**src/verilog/cmc_map.vh**
```
// register offsets, field positions, reset values and timing counts
// included by the mode control block; holds definitions only
`ifndef CMC_MAP_VH
`define CMC_MAP_VH

// register offsets (byte addresses on the 8-bit register port)
`define CMC_OFS_CTL_ONE     5'h00
`define CMC_OFS_CTL_TWO     5'h01
`define CMC_OFS_TIMING_ONE  5'h02
`define CMC_OFS_TIMING_TWO  5'h03
`define CMC_OFS_STATUS      5'h04
`define CMC_OFS_ACC_CTL     5'h0b
`define CMC_OFS_ID_BASE     5'h10
`define CMC_OFS_MASK_BASE   5'h18

// first control register fields
`define CMC_C1_WAIT_DIS     5
`define CMC_C1_SYNCED       4
`define CMC_C1_TIMER_EN     3
`define CMC_C1_WAKE_EN      2
`define CMC_C1_SLEEP_REQ    1
`define CMC_C1_INIT_REQ     0

// second control register fields
`define CMC_C2_MOD_EN       7
`define CMC_C2_CLK_SEL      6
`define CMC_C2_LOOPBACK     5
`define CMC_C2_LISTEN       4
`define CMC_C2_BUSOFF_SEL   3
`define CMC_C2_WAKE_FILT    2
`define CMC_C2_SLEEP_ACK    1
`define CMC_C2_INIT_ACK     0

// status register fields
`define CMC_ST_WAKE_FLAG    7
`define CMC_ST_RX_STATE_HI  5
`define CMC_ST_RX_STATE_LO  4
`define CMC_ST_TX_STATE_HI  3
`define CMC_ST_TX_STATE_LO  2

// reset values
`define CMC_RST_CTL_ONE     8'h01
`define CMC_RST_CTL_TWO     8'h01
`define CMC_RST_BYTE        8'h00

// timing
`define CMC_CLK_PERIOD_NS   10
`define CMC_WAKE_FILTER_NS  2000
`define CMC_RECESSIVE_RUN   11
`define CMC_BUSOFF_RUNS     128

`endif

```
**src/verilog/cmc_mode_control.v**
```verilog
// mode and handshake control of the can controller: control registers,
// sleep and init handshakes, tx pin protection and init-mode write locks.
// assumes bit_tick_in pulses once per nominal bit from the bit timing logic
// and that bus_idle_in / busoff_in come from the protocol engine on clk_sys_in.
//
// How it works
// - stop or disabled-wait forces tx pin recessive
// - init request forces tx pin recessive at once
// - sleep request clear ignored until sleep entered
// - init request clear ignored until init entered
// - init keeps wake enable and both requests
// - tx and rx state fields unaffected by init
// - second control register writable only in init
// - module enable write-once normally, repeatable special
// - bit 7 enables the module
// - bit 6 selects bus clock over oscillator
// - bit 5 loops transmitter back to receiver
// - listen-only receives, never acks nor transmits
// - listen-only freezes both error counters
// - bit 3 selects automatic or requested busoff recovery
// - bit 2 selects filtered dominant wake-up
// - sleep ack set on entry, cleared with request
// - armed wake-up in sleep clears sleep ack
// - bit 0 acknowledges init, active when both set
// - timing, filter registers writable only in init
// - sleep entered only while bus idle
// - resync after 11 recessive, busoff 128 runs
// - wake only if enabled before sleep entry
`timescale 1ns/10ps
`include "cmc_map.vh"
`default_nettype none

module cmc_mode_control #(
	parameter integer WAKE_FILTER_NS = `CMC_WAKE_FILTER_NS,
	parameter integer FILTER_REGS    = 8
) (
	// clock and reset
	input  wire       clk_sys_in,
	input  wire       rst_n_in,
	// register port
	input  wire [4:0] reg_addr_in,
	input  wire [7:0] reg_wdata_in,
	input  wire       reg_wr_in,
	input  wire       reg_rd_in,
	output reg  [7:0] reg_rdata_out,
	// system state
	input  wire       cpu_stop_in,
	input  wire       cpu_wait_in,
	input  wire       special_mode_in,
	// protocol engine
	input  wire       bus_idle_in,
	input  wire       busoff_in,
	input  wire       busoff_user_req_in,
	input  wire       bit_tick_in,
	input  wire       core_tx_in,
	input  wire       core_ack_in,
	input  wire [1:0] tx_state_field_in,
	input  wire [1:0] rx_state_field_in,
	output wire       core_rx_out,
	output reg        busoff_recovered_out,
	// configuration to the rest of the controller
	output wire       module_enable_out,
	output wire       clock_select_out,
	output wire       listen_only_out,
	output wire       err_count_freeze_out,
	output wire       busoff_recovery_select_out,
	output wire       init_mode_out,
	output wire       sleep_mode_out,
	output wire       timer_enable_out,
	output wire [7:0] bit_timing_one_out,
	output wire [7:0] bit_timing_two_out,
	// can pins
	input  wire       can_rx_pin_in,
	output wire       can_tx_pin_out
);

	localparam integer WAKE_CYCLES_RAW = (WAKE_FILTER_NS + `CMC_CLK_PERIOD_NS - 1)
		/ `CMC_CLK_PERIOD_NS;
	localparam integer WAKE_CYCLES = (WAKE_CYCLES_RAW < 1) ? 1 : WAKE_CYCLES_RAW;
	localparam integer WAKE_LAST_I   = WAKE_CYCLES - 1;
	localparam integer RUN_LAST_I    = `CMC_RECESSIVE_RUN - 1;
	localparam integer BUSOFF_LAST_I = `CMC_BUSOFF_RUNS - 1;
	localparam [15:0]  WAKE_LAST     = WAKE_LAST_I[15:0];
	localparam [3:0]   RUN_LAST      = RUN_LAST_I[3:0];
	localparam [7:0]   BUSOFF_LAST   = BUSOFF_LAST_I[7:0];
	localparam [7:0]   CTL_ONE_RST   = `CMC_RST_CTL_ONE;

	// control and status state
	reg        wait_dis_q;
	reg        synced_q;
	reg        timer_en_q;
	reg        wake_en_q;
	reg        sleep_req_q;
	reg        init_req_q;
	reg        mod_en_q;
	reg        mod_en_done_q;
	reg        clk_sel_q;
	reg        loopback_q;
	reg        listen_q;
	reg        busoff_sel_q;
	reg        wake_filt_q;
	reg        sleep_ack_q;
	reg        init_ack_q;
	reg        wake_flag_q;
	reg        wake_armed_q;
	reg [7:0]  timing_one_q;
	reg [7:0]  timing_two_q;
	reg [7:0]  acc_ctl_q;
	reg [7:0]  id_q [0:FILTER_REGS-1];
	reg [7:0]  mask_q [0:FILTER_REGS-1];
	// pin synchroniser and filters
	reg        rx_s1_q;
	reg        rx_s2_q;
	reg        rx_s3_q;
	reg        rx_lvl_q;
	reg [15:0] wake_cnt_q;
	reg [3:0]  run_cnt_q;
	reg [7:0]  busoff_runs_q;
	reg        user_req_seen_q;

	wire init_active  = init_req_q & init_ack_q;
	wire sleep_active = sleep_req_q & sleep_ack_q;
	wire wr_ctl_one   = reg_wr_in & (reg_addr_in == `CMC_OFS_CTL_ONE);
	wire wr_ctl_two   = reg_wr_in & (reg_addr_in == `CMC_OFS_CTL_TWO) & init_active;
	wire wr_status    = reg_wr_in & (reg_addr_in == `CMC_OFS_STATUS);
	wire wr_locked_ok = reg_wr_in & init_active;

	// wake-up detect: dominant is low; filtered wake needs a long enough pulse
	wire dominant   = ~rx_lvl_q;
	wire wake_hit   = wake_filt_q ? (dominant & (wake_cnt_q >= WAKE_LAST)) : dominant;
	wire wake_event = sleep_active & wake_armed_q & wake_hit;

	// pin protection: recessive is high
	wire tx_forced = cpu_stop_in | (cpu_wait_in & wait_dis_q)
		| init_req_q
		| listen_q
		| ~mod_en_q | sleep_active;
	wire tx_bit    = core_tx_in & ~core_ack_in;

	assign can_tx_pin_out = tx_forced ? 1'b1 : tx_bit;
	// loopback feeds the transmitter stream straight back, ignoring the pin
	assign core_rx_out = loopback_q ? (tx_forced ? 1'b1 : tx_bit) : rx_lvl_q;

	assign module_enable_out          = mod_en_q;
	assign clock_select_out           = clk_sel_q;
	assign listen_only_out            = listen_q;
	assign err_count_freeze_out       = listen_q;
	assign busoff_recovery_select_out = busoff_sel_q;
	assign init_mode_out              = init_active;
	assign sleep_mode_out             = sleep_active;
	assign timer_enable_out           = timer_en_q;
	assign bit_timing_one_out         = timing_one_q;
	assign bit_timing_two_out         = timing_two_q;

	// rx pin: three flops, a change counts once stages two and three agree
	always @(posedge clk_sys_in) begin
		if (!rst_n_in) begin
			rx_s1_q  <= 1'b1;
			rx_s2_q  <= 1'b1;
			rx_s3_q  <= 1'b1;
			rx_lvl_q <= 1'b1;
		end else begin
			rx_s1_q <= can_rx_pin_in;
			rx_s2_q <= rx_s1_q;
			rx_s3_q <= rx_s2_q;
			if (rx_s2_q == rx_s3_q) begin
				rx_lvl_q <= rx_s3_q;
			end
		end
	end

	// dominant pulse length for the wake filter
	always @(posedge clk_sys_in) begin
		if (!rst_n_in) begin
			wake_cnt_q <= 16'h0000;
		end else if (!dominant || !sleep_active) begin
			wake_cnt_q <= 16'h0000;
		end else if (wake_cnt_q != 16'hffff) begin
			wake_cnt_q <= wake_cnt_q + 16'h0001;
		end
	end

	// first control register and the init / sleep handshakes
	always @(posedge clk_sys_in) begin
		if (!rst_n_in) begin
			wait_dis_q   <= CTL_ONE_RST[`CMC_C1_WAIT_DIS];
			timer_en_q   <= 1'b0;
			wake_en_q    <= 1'b0;
			sleep_req_q  <= 1'b0;
			init_req_q   <= 1'b1;
			init_ack_q   <= 1'b1;
			sleep_ack_q  <= 1'b0;
			wake_armed_q <= 1'b0;
			wake_flag_q  <= 1'b0;
		end else begin
			if (wr_ctl_one) begin
				wake_en_q <= reg_wdata_in[`CMC_C1_WAKE_EN];
				if (reg_wdata_in[`CMC_C1_INIT_REQ]) begin
					init_req_q <= 1'b1;
				end else if (init_active) begin
					init_req_q <= 1'b0;
				end
				if (reg_wdata_in[`CMC_C1_SLEEP_REQ]) begin
					if (!wake_flag_q) begin
						sleep_req_q <= 1'b1;
					end
				end else if (sleep_active) begin
					sleep_req_q <= 1'b0;
				end
			end
			// init holds these bits at reset value, wake enable and requests kept
			if (init_active) begin
				wait_dis_q <= 1'b0;
				timer_en_q <= 1'b0;
			end else if (wr_ctl_one) begin
				wait_dis_q <= reg_wdata_in[`CMC_C1_WAIT_DIS];
				timer_en_q <= reg_wdata_in[`CMC_C1_TIMER_EN];
			end
			// acknowledge follows the request one cycle later
			init_ack_q <= init_req_q;
			// sleep ack: set only on an idle bus, dropped with the request
			if (wake_event) begin
				sleep_ack_q <= 1'b0;
				sleep_req_q <= 1'b0;
			end else if (wr_ctl_one && !reg_wdata_in[`CMC_C1_SLEEP_REQ] && sleep_active) begin
				sleep_ack_q <= 1'b0;
			end else if (sleep_req_q && !sleep_ack_q && bus_idle_in && !init_req_q) begin
				sleep_ack_q  <= 1'b1;
				wake_armed_q <= wake_en_q;
			end
			// wake flag: set wins over a write-one clear, held clear in init
			if (init_active) begin
				wake_flag_q <= 1'b0;
			end else if (wake_event) begin
				wake_flag_q <= 1'b1;
			end else if (wr_status && reg_wdata_in[`CMC_ST_WAKE_FLAG]) begin
				wake_flag_q <= 1'b0;
			end
		end
	end

	// second control register, written only in init mode
	always @(posedge clk_sys_in) begin
		if (!rst_n_in) begin
			mod_en_q      <= 1'b0;
			mod_en_done_q <= 1'b0;
			clk_sel_q     <= 1'b0;
			loopback_q    <= 1'b0;
			listen_q      <= 1'b0;
			busoff_sel_q  <= 1'b0;
			wake_filt_q   <= 1'b0;
		end else if (wr_ctl_two) begin
			if (special_mode_in || !mod_en_done_q) begin
				mod_en_q      <= reg_wdata_in[`CMC_C2_MOD_EN];
				mod_en_done_q <= 1'b1;
			end
			clk_sel_q    <= reg_wdata_in[`CMC_C2_CLK_SEL];
			loopback_q   <= reg_wdata_in[`CMC_C2_LOOPBACK];
			listen_q     <= reg_wdata_in[`CMC_C2_LISTEN];
			busoff_sel_q <= reg_wdata_in[`CMC_C2_BUSOFF_SEL];
			wake_filt_q  <= reg_wdata_in[`CMC_C2_WAKE_FILT];
		end
	end

	// timing and acceptance control, locked outside init
	always @(posedge clk_sys_in) begin
		if (!rst_n_in) begin
			timing_one_q <= `CMC_RST_BYTE;
			timing_two_q <= `CMC_RST_BYTE;
			acc_ctl_q    <= `CMC_RST_BYTE;
		end else if (wr_locked_ok) begin
			if (reg_addr_in == `CMC_OFS_TIMING_ONE) begin
				timing_one_q <= reg_wdata_in;
			end
			if (reg_addr_in == `CMC_OFS_TIMING_TWO) begin
				timing_two_q <= reg_wdata_in;
			end
			if (reg_addr_in == `CMC_OFS_ACC_CTL) begin
				acc_ctl_q <= reg_wdata_in;
			end
		end
	end

	// identifier and mask bytes, locked outside init
	genvar gi;
	generate
		for (gi = 0; gi < FILTER_REGS; gi = gi + 1) begin : g_filter
			localparam integer ID_ADDR   = `CMC_OFS_ID_BASE + gi;
			localparam integer MASK_ADDR = `CMC_OFS_MASK_BASE + gi;
			always @(posedge clk_sys_in) begin
				if (!rst_n_in) begin
					id_q[gi]   <= `CMC_RST_BYTE;
					mask_q[gi] <= `CMC_RST_BYTE;
				end else if (wr_locked_ok) begin
					if (reg_addr_in == ID_ADDR[4:0]) begin
						id_q[gi] <= reg_wdata_in;
					end
					if (reg_addr_in == MASK_ADDR[4:0]) begin
						mask_q[gi] <= reg_wdata_in;
					end
				end
			end
		end
	endgenerate

	// resynchronisation after init: runs of recessive bits
	always @(posedge clk_sys_in) begin
		if (!rst_n_in) begin
			run_cnt_q            <= 4'h0;
			busoff_runs_q        <= 8'h00;
			synced_q             <= 1'b0;
			user_req_seen_q      <= 1'b0;
			busoff_recovered_out <= 1'b0;
		end else begin
			busoff_recovered_out <= 1'b0;
			if (busoff_user_req_in) begin
				user_req_seen_q <= 1'b1;
			end
			if (init_req_q || !mod_en_q) begin
				run_cnt_q       <= 4'h0;
				busoff_runs_q   <= 8'h00;
				synced_q        <= 1'b0;
				user_req_seen_q <= 1'b0;
			end else if (bit_tick_in) begin
				if (!core_rx_out) begin
					run_cnt_q <= 4'h0;
				end else if (run_cnt_q == RUN_LAST) begin
					run_cnt_q <= 4'h0;
					if (!busoff_in) begin
						synced_q <= 1'b1;
					end else if (busoff_runs_q == BUSOFF_LAST) begin
						// user-request recovery waits for software's go
						if (!busoff_sel_q || user_req_seen_q) begin
							busoff_recovered_out <= 1'b1;
							busoff_runs_q        <= 8'h00;
							user_req_seen_q      <= 1'b0;
							synced_q             <= 1'b1;
						end
					end else begin
						busoff_runs_q <= busoff_runs_q + 8'h01;
					end
				end else begin
					run_cnt_q <= run_cnt_q + 4'h1;
				end
			end
		end
	end

	// read data one cycle after the strobe; unmapped reads zero
	reg [7:0] rd_d;
	always @* begin
		rd_d = 8'h00;
		case (reg_addr_in)
			`CMC_OFS_CTL_ONE: rd_d = {2'b00, wait_dis_q, synced_q, timer_en_q,
				wake_en_q, sleep_req_q, init_req_q};
			`CMC_OFS_CTL_TWO: rd_d = {mod_en_q, clk_sel_q, loopback_q, listen_q,
				busoff_sel_q, wake_filt_q, sleep_ack_q, init_ack_q};
			`CMC_OFS_TIMING_ONE: rd_d = timing_one_q;
			`CMC_OFS_TIMING_TWO: rd_d = timing_two_q;
			// state fields come straight from the error logic, init leaves them
			`CMC_OFS_STATUS: rd_d = {wake_flag_q, 1'b0, rx_state_field_in,
				tx_state_field_in, 2'b00};
			`CMC_OFS_ACC_CTL: rd_d = acc_ctl_q;
			default: begin
				if (reg_addr_in[4:3] == 2'b10) begin
					rd_d = id_q[reg_addr_in[2:0]];
				end else if (reg_addr_in[4:3] == 2'b11) begin
					rd_d = mask_q[reg_addr_in[2:0]];
				end
			end
		endcase
	end

	always @(posedge clk_sys_in) begin
		if (!rst_n_in) begin
			reg_rdata_out <= 8'h00;
		end else if (reg_rd_in) begin
			reg_rdata_out <= rd_d;
		end else begin
			reg_rdata_out <= 8'h00;
		end
	end

endmodule // cmc_mode_control

`default_nettype wire

```
**config.mk**
```make
export PLATFORM = sky130hd
export DESIGN_NAME = cmc_mode_control
export DESIGN_NICKNAME = d
export VERILOG_FILES = /design/src/verilog/cmc_mode_control.v
export VERILOG_INCLUDE_DIRS = /design/src /design/src/verilog
export SDC_FILE = /design/constraint.sdc
export NUM_CORES = 1
export LEC_CHECK = 0
export ABC_CLOCK_PERIOD_IN_PS = 3650
export BUFFER_PORTS_ARGS = -buffer_cell sky130_fd_sc_hd__buf_2
export CORE_ASPECT_RATIO = 0.5
export CORE_MARGIN = 4
export CORE_UTILIZATION = 39
export DETAILED_ROUTE_END_ITERATION = 8
export HOLD_SLACK_MARGIN = 0.03
export PLACE_DENSITY_LB_ADDON = 0.3
export SKIP_CTS_REPAIR_TIMING = 1
export SLEW_MARGIN = 20
export SYNTH_ARGS = -nofsm -noshare
export SYNTH_HDL_FRONTEND = slang
export SYNTH_SLANG_ARGS = --single-unit
```
**constraint.sdc**
```tcl
create_clock -name clk_sys_in -period 3.65 [get_ports clk_sys_in]
set_input_delay 0 -clock clk_sys_in [delete_from_list [all_inputs] [get_ports clk_sys_in]]
set_output_delay 0 -clock clk_sys_in [all_outputs]
set_load 0.01 [all_outputs]
```
==> Word-level counts from Yosys, hierarchy flattened <==
Memory sizes are Yosys's and may differ from the RTL's.
Cells that the tools add are included.
{ "word_totals": {"out_inout_bits": 35, "inputBits": 31, "ram_bits": 128, "register_bits": 83, "mem_count": 2, "word_cells": 257} }
{ "op_classes": {"n_lt_le_gt_ge": 1, "n_eq_ne": 31, "n_addsub": 3, "n_bitwise": 44, "reduce_logical": 37, "muxes": 109} }
{ "mem_list": {"columns": ["memory", "words", "word_bits", "read_ports", "rd_clocked_by_memory_dff", "wr", "line_no", "rtl"], "rows": [
  ["id_q", 8, 8, 1, 0, 8, "cmc_mode_control.v:109", "reg [7:0] id_q [0:FILTER_REGS-1];"],
  ["mask_q", 8, 8, 1, 0, 8, "cmc_mode_control.v:110", "reg [7:0] mask_q [0:FILTER_REGS-1];"]
]} }
{ "op_table": {"columns": ["cell", "n"], "rows": [
  ["two-way mux 8 bit", 20],
  ["two-way mux 1 bit", 86],
  ["== test 5 bit (second input constant)", 16],
  ["case mux 8 bit (6 select lines)", 1],
  ["bitwise OR 1 bit", 21],
  ["adder 16 x 1 -> 16 bit (second input constant)", 1],
  [">= comparator 16 x 8 -> 1 bit (second input constant)", 1],
  ["inequality test 16 bit (second input constant)", 1],
  ["bitwise AND 1 bit", 12],
  ["AND reduction 2 bit", 6],
  ["NOT 1 bit", 11],
  ["== test 5 x 2 -> 1 bit (second input constant)", 2],
  ["AND reduction 5 bit", 2],
  ["adder 8 x 1 -> 8 bit (second input constant)", 1],
  ["== test 8 x 7 -> 1 bit (second input constant)", 1],
  ["two-way mux 4 bit", 2],
  ["OR reduction 2 bit", 4],
  ["logical NOT 1 bit", 7],
  ["OR reduction 7 bit", 1],
  ["logical AND 1 bit", 6],
  ["inequality test 2 x 1 -> 1 bit (second input constant)", 3],
  ["AND reduction 3 bit", 2],
  ["nonzero test 2 bit", 3],
  ["== test 5 x 1 -> 1 bit (second input constant)", 1],
  ["10 further kinds", 14]
]} }

==> Logic depth before layout (Yosys ltp) <==
Gate-level depths: netlist (run 1).
{ "depth": {"ltp_word": 10, "mapped_depth": 9, "mapped_depth_nobuf": 7} }

==> Worst setup path before layout (run 1) <==
Ideal clock, no wire load.
{ "synth_timing": {"path_kind": "reg-to-reg", "from": "reg init_req_q", "to": "mem id_q[2][0], enable pin", "synth_period_minus_slack_ns": 2.324, "path_buffers": 1, "t_arrival_ns": 1.940, "stages_incl_launch_ff": 5, "slack_ns": 1.326, "setup_time_ns": 0.384, "t_required_ns": 3.266, "cell_sequence": "dfxtp_1 > nand3_1 > or3_1 > clkbuf_1 > o21ai_0"} }
{ "synth_rtl": {"columns": ["element", "line_no", "rtl"], "rows": [
  ["start: declaration", "cmc_mode_control.v:94", "reg init_req_q;"],
  ["start signal: assignment", "cmc_mode_control.v:190", "init_req_q <= 1'b1;"],
  ["start signal: assignment", "cmc_mode_control.v:199", "init_req_q <= 1'b1;"],
  ["start signal: assignment", "cmc_mode_control.v:201", "init_req_q <= 1'b0;"],
  ["end: declaration", "cmc_mode_control.v:109", null]
]} }

==> Worst setup path after layout (run 1) <==
{ "layout_timing": {"from": "in reg_addr_in[0]", "to": "reg reg_rdata_out[4]"} }
{ "layout_between": {"elab_chain_len": 4, "word_cells_on_any_way": 11, "cone_classes": "eq/ne (5); mux (3); reduce/logical (1); memory (2)"} }
{ "layout_rtl": {"columns": ["element", "line_no", "rtl"], "rows": [
  ["start: declaration", "cmc_mode_control.v:41", "input wire [4:0] reg_addr_in,"],
  ["memory (8 x 8 bit)", null, null],
  ["two-way mux 8 bit", "cmc_mode_control.v:367", "end else if (reg_addr_in[4:3] == 2'b11) begin"],
  ["two-way mux 8 bit", "cmc_mode_control.v:365", "if (reg_addr_in[4:3] == 2'b10) begin"],
  ["case mux 8 bit (6 select lines) *", "cmc_mode_control.v:353", "case (reg_addr_in)"],
  ["end signal: assignment", "cmc_mode_control.v:378", "reg_rdata_out <= rd_d;"],
  ["end: declaration", "cmc_mode_control.v:45", "output reg [7:0] reg_rdata_out,"]
]} }
Mark *: on every way between the ends. The rest lies on a longest branch, timed or not.
A chain may end at the register's enable or synchronous reset.

==> results of run 1 <==
[through the flow]
stage                     cell area [µm²]    util
after floorplan                      9899       -
after global placement              10550  0.4312
after detailed placement            10550  0.4312
after CTS                           11290  0.4615
after global routing                11440  0.4676
final                               11440  0.4676
[kinds of logic after synthesis]
family | Yosys count | synth area share
DFF | 211 | 0.5561
and+or+nand+nor | 373 | 0.2144
buffers and inverters | 62 | 0.02844
adders and majority gates | 4 | 0.005056
xor gates and xnor gates | 9 | 0.007963
muxes | 81 | 0.1169
AOI/OAI and AO/OA | 109 | 0.07116
[worst min-delay path, cell delays in order]
cell                      delay [ns]
sky130_fd_sc_hd__buf_2          0.26
sky130_fd_sc_hd__o21ai_0        0.14
sky130_fd_sc_hd__a21oi_1        0.07
[layout by cell type, fill, tap and decap left out, types with 24 or more instances in the layout]
cell type,count
sky130_fd_sc_hd__o21ai_0,31
sky130_fd_sc_hd__nor3_1,39
sky130_fd_sc_hd__mux2i_1,47
sky130_fd_sc_hd__buf_2,65
sky130_fd_sc_hd__nor2_1,66
sky130_fd_sc_hd__nor2b_1,48
sky130_fd_sc_hd__edfxtp_1,128
sky130_fd_sc_hd__clkbuf_16,24
sky130_fd_sc_hd__dfxtp_1,83
sky130_fd_sc_hd__and2_1,116
sky130_fd_sc_hd__nand2_1,28
sky130_fd_sc_hd__mux4_2,27
[power by group through the flow]
stage / combinational [mW] / sequential [mW] / clock (mW)
6_report: 0.344 / 2.60 / 2.30
5_1_grt: 0.369 / 2.61 / 2.43
4_1_cts: 0.334 / 2.60 / 2.33
3_5_place_dp: 0.333 / 2.65 / 0
3_3_place_gp: 0.330 / 2.65 / 0
2_1_floorplan: 0.207 / 2.65 / 0
[Yosys cell counts, drive strengths merged (2+ instances only)]
cell and n:
ha 4, o21ai 32, o211ai 6, nand2b 13, a31oi 3, a211oi 20
mux2i 47, or4 4, nand4 3, nor2 66, nor4 7, nor3 43
buf 22, nor4b 3, o2111ai 2, inv 6, dfxtp 83, or3 10
xor2 8, mux4 27, o22ai 3, clkbuf 33, nand2 28, mux2 7
a32oi 2, a2111oi 3, a311oi 2, and2 116, a21oi 20, edfxtp 128
nand3b 4, nor2b 48, o31ai 2, and3b 2, a32o 2, and3 5
nand3 16, a22oi 7
[per-layer routing]
layer  GRT usage  up-vias  wire length, µm
met5           0        -               13
met4     0.04064        2              463
met3     0.02589       38             1372
met2      0.2847      200            11740
met1      0.2531     3353            11440
li1            -     3246                -
[final timing paths]
check	start	endpoint	slack, ns	cells past startpoint
setup reg to reg	id_q[7][3]	reg_rdata_out[3]	1.37	6
setup / recovery	reg_addr_in[0]	reg_rdata_out[4]	1.29	8
hold / removal	reg_wdata_in[1]	sleep_req_q	0.02	3
hold reg to reg	rx_s1_q	rx_s2_q	0.42	1
[registers in the layout, summed over array words and instances (netlist names), 4 cells and up]
register / flops
bit_timing_two_out: 8
acc_ctl_q: 8
reg_rdata_out: 8
wake_cnt_q: 16
mask_q: 64
busoff_runs_q: 8
id_q: 64
run_cnt_q: 4
bit_timing_one_out: 8
[final cells by class]
cell class,count,area share
clock buffer,33,0.05893
clock inverter,7,0.005795
inverter,7,0.002296
multi-input combinational,576,0.3594
sequential,211,0.4811
tap,336,0.03674
timing repair buffer,100,0.05576
==> impl_metrics.ini, run 1 <==
[critical_path]
critPathLaunchType = input pin
critPathRequiredTime_ns = 4.05
max_stage_delay_ns = 0.61
cp_max_fo = 28
critical-path-top-cell-by-count = sky130_fd_sc_hd__a211oi_1
crit_type = in -> reg
timing.critical_path.to_type = flip-flop
cp_top_family = buffers and inverters
worst-path-buf-inv = 3
cp_slowest_cell = sky130_fd_sc_hd__buf_2
critPathArrivalTime_ns = 2.76
worst_path_cell_trace = buf_2 > buf_4 > mux4_2 > o22ai_1 > a211oi_1 > nor3_1 > a211oi_1 > dlygate4sd3_1

[drt]
detail_route.iter0.violations = 541
routed-via-count = 6839
routed_wl_um = 25030
drt-vias-per-instance = 5.385
detail-route-antenna-nets = 0
remaining_design_rule_violation_count = 0
drt-wirelength-per-cell_um = 19.71
first_pass_iters = 4

[clock_tree]
clk_root_buffer_cell = sky130_fd_sc_hd__clkbuf_16
cts_tree = done
clk_pin_slew_worst_paths_ns = 0.07
cts_inserted_buffers = 22
htree_levels = 1
worstSkewPairLatency_ns = 0.51
clock_sinks = 211
clockBufferDepth = 3

[die]
boundaryPins = 66
total_core_area_um2 = 24470
rows = 40
die-height_um = 120.7
die_area_um2 = 28150
initial_core_util = 0.4045
die_x_extent_um = 233.3

[synthesis]
synth_cell_area_um2 = 9899
synth_enable_flop_cells = 128
synth.yosys.seq_area_share = 0.5561
synth-main-ff-cell = sky130_fd_sc_hd__edfxtp_1
synth.top_cell.area_share = 0.3883
synth.ff_latch_count = 211
count_of_yosys_warnings_during_synthesis = 0
async_flop_share = 0
synthTopCellsByArea = sky130_fd_sc_hd__edfxtp_1 (39%), sky130_fd_sc_hd__dfxtp_1 (17%), sky130_fd_sc_hd__and2_1 (7.3%), sky130_fd_sc_hd__mux4_2 (6.1%), sky130_fd_sc_hd__mux2i_1 (4.8%)
postSynthNetCount = 884
synthesis.instances = 849
yosys.cell_types.count = 60
post_synth.cell_area_avg_um2 = 11.66
netlist.top_cell.by_area = sky130_fd_sc_hd__edfxtp_1

[power]
clock_network_fraction_of_design_power = 0.438
p_int_mw = 4.065
netSwitchingFraction = 0.2248
seq_power_share = 0.496
p_sw_mw = 1.179
p_leak_nw = 4.115
power.density_nw_per_um2 = 458.2
ir_worst_vdd_mv = 0.3436
post-layout-total-power_mw = 5.244
power.share.combinational = 0.066

[timing]
timing.final.crit_share = 0.6467
final.setup.worst_slack_ns = 1.290
hold_slack_ns = 0.02043
final_critical_period_ns = 2.360
grt_setup_unrepaired = false
fin_skew_ns = 0.01406
relSlewSlack = 0.4630
achievable-frequency_ghz = 0.4237
max_slew.worst_pin.slew_ns = 0.8056
final-hold-violation-count = 0
slew_viol_final = 0
finalSetupTns_ns = 0
setup_viol_count_final = 0

[placement]
io_buffer_count = 65
dpl.hpwl_um = 16770
dp_worst_setup_slack_ns = 1.220
gp_routability_congestion = 0.8366
placed_cells_incl_taps = 1215

[hold_path]
hold_path.class = in -> reg

[finish]
antenna-diode-count = 0
nFillCells = 2203
syn_to_final_growth_pct = 15.60
nets = 953
area_taken_by_multi_input_logic_gates_um2 = 4113
final_cells = 1270
register_area_um2 = 5505
share_of_post_route_cells_with_drive_strength_above_1 = 0.1756

[global_routing]
antenna_violations_before_repair = 1
wire_length_of_the_first_global_routing_pass_um = 38700
grt_start_max_net_pins = 38
globalRoute.totalOverflow = 0
grt_util_all_layers = 0.1765
vias_in_the_first_global_route = 6587

[outcome]
status = finished, final reports clean

[run]
maxCapViolations = 0
Power figures use the tool's default switching activity.
==> run 2: changes to the inputs <==
--- a/config.mk
+++ b/config.mk
@@ -6,7 +6,8 @@
 export SDC_FILE = /design/constraint.sdc
 export NUM_CORES = 1
 export LEC_CHECK = 0
-export ABC_CLOCK_PERIOD_IN_PS = 3650
+export ABC_AREA = 1
+export ABC_CLOCK_PERIOD_IN_PS = 2200
 export BUFFER_PORTS_ARGS = -buffer_cell sky130_fd_sc_hd__buf_2
 export CORE_ASPECT_RATIO = 0.5
 export CORE_MARGIN = 4
==> constraint.sdc (replaced) <==
create_clock -name clk_sys_in -period 2.2 [get_ports clk_sys_in]
set_input_delay 0 -clock clk_sys_in [delete_from_list [all_inputs] [get_ports clk_sys_in]]
set_output_delay 0 -clock clk_sys_in [all_outputs]
set_load 0.01 [all_outputs]
==> run 2 against run 1 <==
Sequential power increased by 66%. Non-clock buffer count increased by 17. Worst hold slack improved by 0.0014 ns. Register-to-register slack got worse by 1.0 ns. Clock skew increased by 0.010 ns. Final area decreased by 2.4%. Combinational power increased by 65%. Flip-flop and latch count unchanged. Area after synthesis decreased by 3.5%. Global-route usage increased by 1.8 points. Clock power increased by 52%.
==> impl_metrics.ini, run 2 <==
[timing]
final_critical_period_ns = 1.849
final-hold-violation-count = 0
fin_skew_ns = 0.02445
timing.final.crit_share = 0.8403
final.setup.worst_slack_ns = 0.3513
finalSetupTns_ns = 0
slew_viol_final = 0
achievable-frequency_ghz = 0.5409
setup_viol_count_final = 0
max_slew.worst_pin.slew_ns = 0.6027
relSlewSlack = 0.5951
grt_setup_unrepaired = false

[critical_path]
max_stage_delay_ns = 0.42
critPathLaunchType = flip-flop
crit_type = reg -> reg
cp_max_fo = 11
cp_slowest_cell = sky130_fd_sc_hd__dfxtp_1
timing.critical_path.to_type = flip-flop
worst_path_cell_trace = ha_1 > nand2_1 > nor2_1 > inv_1 > nor3_1 > nand3_1 > buf_4 > nand2_1 > a21oi_1
critPathRequiredTime_ns = 2.56
critical-path-top-cell-by-count = sky130_fd_sc_hd__nand2_1
critPathArrivalTime_ns = 2.21
rrSetupSlack_ns = 0.35

[synthesis]
count_of_yosys_warnings_during_synthesis = 0
async_flop_share = 0
synth-main-ff-cell = sky130_fd_sc_hd__edfxtp_1
yosys.cell_types.count = 31
netlist.top_cell.by_area = sky130_fd_sc_hd__edfxtp_1
synthTopCellsByArea = sky130_fd_sc_hd__edfxtp_1 (40%), sky130_fd_sc_hd__dfxtp_1 (17%), sky130_fd_sc_hd__nand2_1 (13%), sky130_fd_sc_hd__nor2_1 (8.3%), sky130_fd_sc_hd__o21ai_0 (3.0%)
post-synth-top-count-cell = sky130_fd_sc_hd__nand2_1
synth.ff_latch_count = 211
synth.top_cell.area_share = 0.4022
postSynthNetCount = 1176
synth_enable_flop_cells = 128
synth.yosys.seq_area_share = 0.5761
synth_cell_area_um2 = 9557
synth.cells.most_frequent = sky130_fd_sc_hd__nand2_1 (332), sky130_fd_sc_hd__nor2_1 (212), sky130_fd_sc_hd__edfxtp_1 (128), sky130_fd_sc_hd__dfxtp_1 (83), sky130_fd_sc_hd__inv_1 (72)
synthesis.instances = 1141
post_synth.cell_area_avg_um2 = 8.376

[power]
ir_worst_vdd_mv = 0.5579
power.density_nw_per_um2 = 750.3
p_leak_nw = 4.492

[drt]
drt-wirelength-per-cell_um = 17.14
detail_route.iter0.violations = 923
wl_met1_um = 11830
drt-vias-per-instance = 5.147
routed_wl_um = 26880
met2RoutedLength_um = 12440
routed-via-count = 8070
remaining_design_rule_violation_count = 0
dr.max_layer_used = met4
detail-route-antenna-nets = 0
route.met3.wl_um = 1864
first_pass_iters = 5

[die]
die-height_um = 118.7
die_x_extent_um = 229.4
die_area_um2 = 27230
initial_core_util = 0.3978
boundaryPins = 66
rows = 40
total_core_area_um2 = 24020

[clock_tree]
cts_tree = done
clock_sinks = 211
htree_levels = 1
clk_pin_slew_worst_paths_ns = 0.06
clk_root_buffer_cell = sky130_fd_sc_hd__clkbuf_16
cts_inserted_buffers = 21
clockBufferDepth = 3
worstSkewPairLatency_ns = 0.50

[global_routing]
vias_in_the_first_global_route = 7677
grt_util_all_layers = 0.1950
wire_length_of_the_first_global_routing_pass_um = 42350
grt_start_max_net_pins = 38
antenna_violations_before_repair = 0
globalRoute.totalOverflow = 0

[finish]
postLayoutCellArea_um2 = 11170
largest_registers_ranked_by_flip_flop_count = id_q x64, mask_q x64, wake_cnt_q x16
nets = 1274
layout_commonest_cell = sky130_fd_sc_hd__nand2_1
share_of_post_route_cells_with_drive_strength_above_1 = 0.1269
syn_to_final_growth_pct = 16.90
antenna-diode-count = 0
most_used_cells_in_the_layout_excluding_fill_and_tap_cells = sky130_fd_sc_hd__nand2_1 (332), sky130_fd_sc_hd__nor2_1 (209), sky130_fd_sc_hd__edfxtp_1 (128)

[hold_path]
hold_path.class = in -> reg

[placement]
dpl.hpwl_um = 18900
gp_routability_congestion = 0.8953
post_place_instance_area_um2 = 10350
io_buffer_count = 65
dp_worst_setup_slack_ns = 0.3695

[outcome]
status = finished, final reports clean

[run]
maxCapViolations = 0
-- run 2: cells by family (layout without fill, tap and decap cells) --
group,count (synthesis),after routing,synth area share
buf+inv,130,242,0.05551
xor+xnor,11,11,0.01008
compound gates,120,120,0.06441
fa+ha+maj,4,4,0.005237
flops,211,211,0.5761
simple gates,665,665,0.2887
-- run 2: through the flow --
step / util / hold slack (ns) / instances / power, mW
after floorplan: - / 0.1066 / 1141 / 4.694
after detailed placement: 0.4310 / 0.1947 / 1515 / 4.942
after global placement: 0.4310 / 0.1871 / 1515 / 4.938
final: 0.4651 / 0.02180 / 1568 / 8.382
after global routing: 0.4651 / 0.03197 / 1568 / 8.689
after CTS: 0.4584 / -0.3161 / 1552 / 8.409
-- run 2: per-layer routing --
metal	vias up	global-route usage
li1	3938	-
met4	0	0.05809
met3	46	0.03155
met2	278	0.3099
met1	3808	0.2758
met5	-	0
-- run 2: critical path, delay by kind of cell (launching register included) --
| family | cells | cell delay, ns |
|---|---|---|
| flip-flops | 1 | 0.42 |
| buffers and inverters | 2 | 0.28 |
| AND/OR/NAND/NOR | 5 | 0.68 |
| adder cells (fa/ha/maj) | 1 | 0.28 |
| AO/OA/AOI/OAI | 1 | 0.06 |
-- run 2: report_power, final --
part,total [mW],internal (mW),switching [mW]
clock,3.50,1.99,1.50
combinational,0.567,0.163,0.404
sequential,4.32,4.29,0.0333
total,8.38,6.44,1.94
-- run 2: worst paths after layout --
check,from,cells after the start,to
min reg2reg,rx_s1_q,1,rx_s2_q
max,wake_cnt_q[0],9,wake_cnt_q[0]
min,rst_n_in,3,sleep_req_q
max reg2reg,wake_cnt_q[0],9,wake_cnt_q[0]
-- run 2: area by class of cell --
cell class,count,area (µm²)
timing repair buffer,117,755.7
sequential,211,5505
fill,2348,12850
clock buffer,29,586.8
tap,315,394.1
multi-input combinational,800,3528
clock inverter,8,71.32
inverter,88,330.3
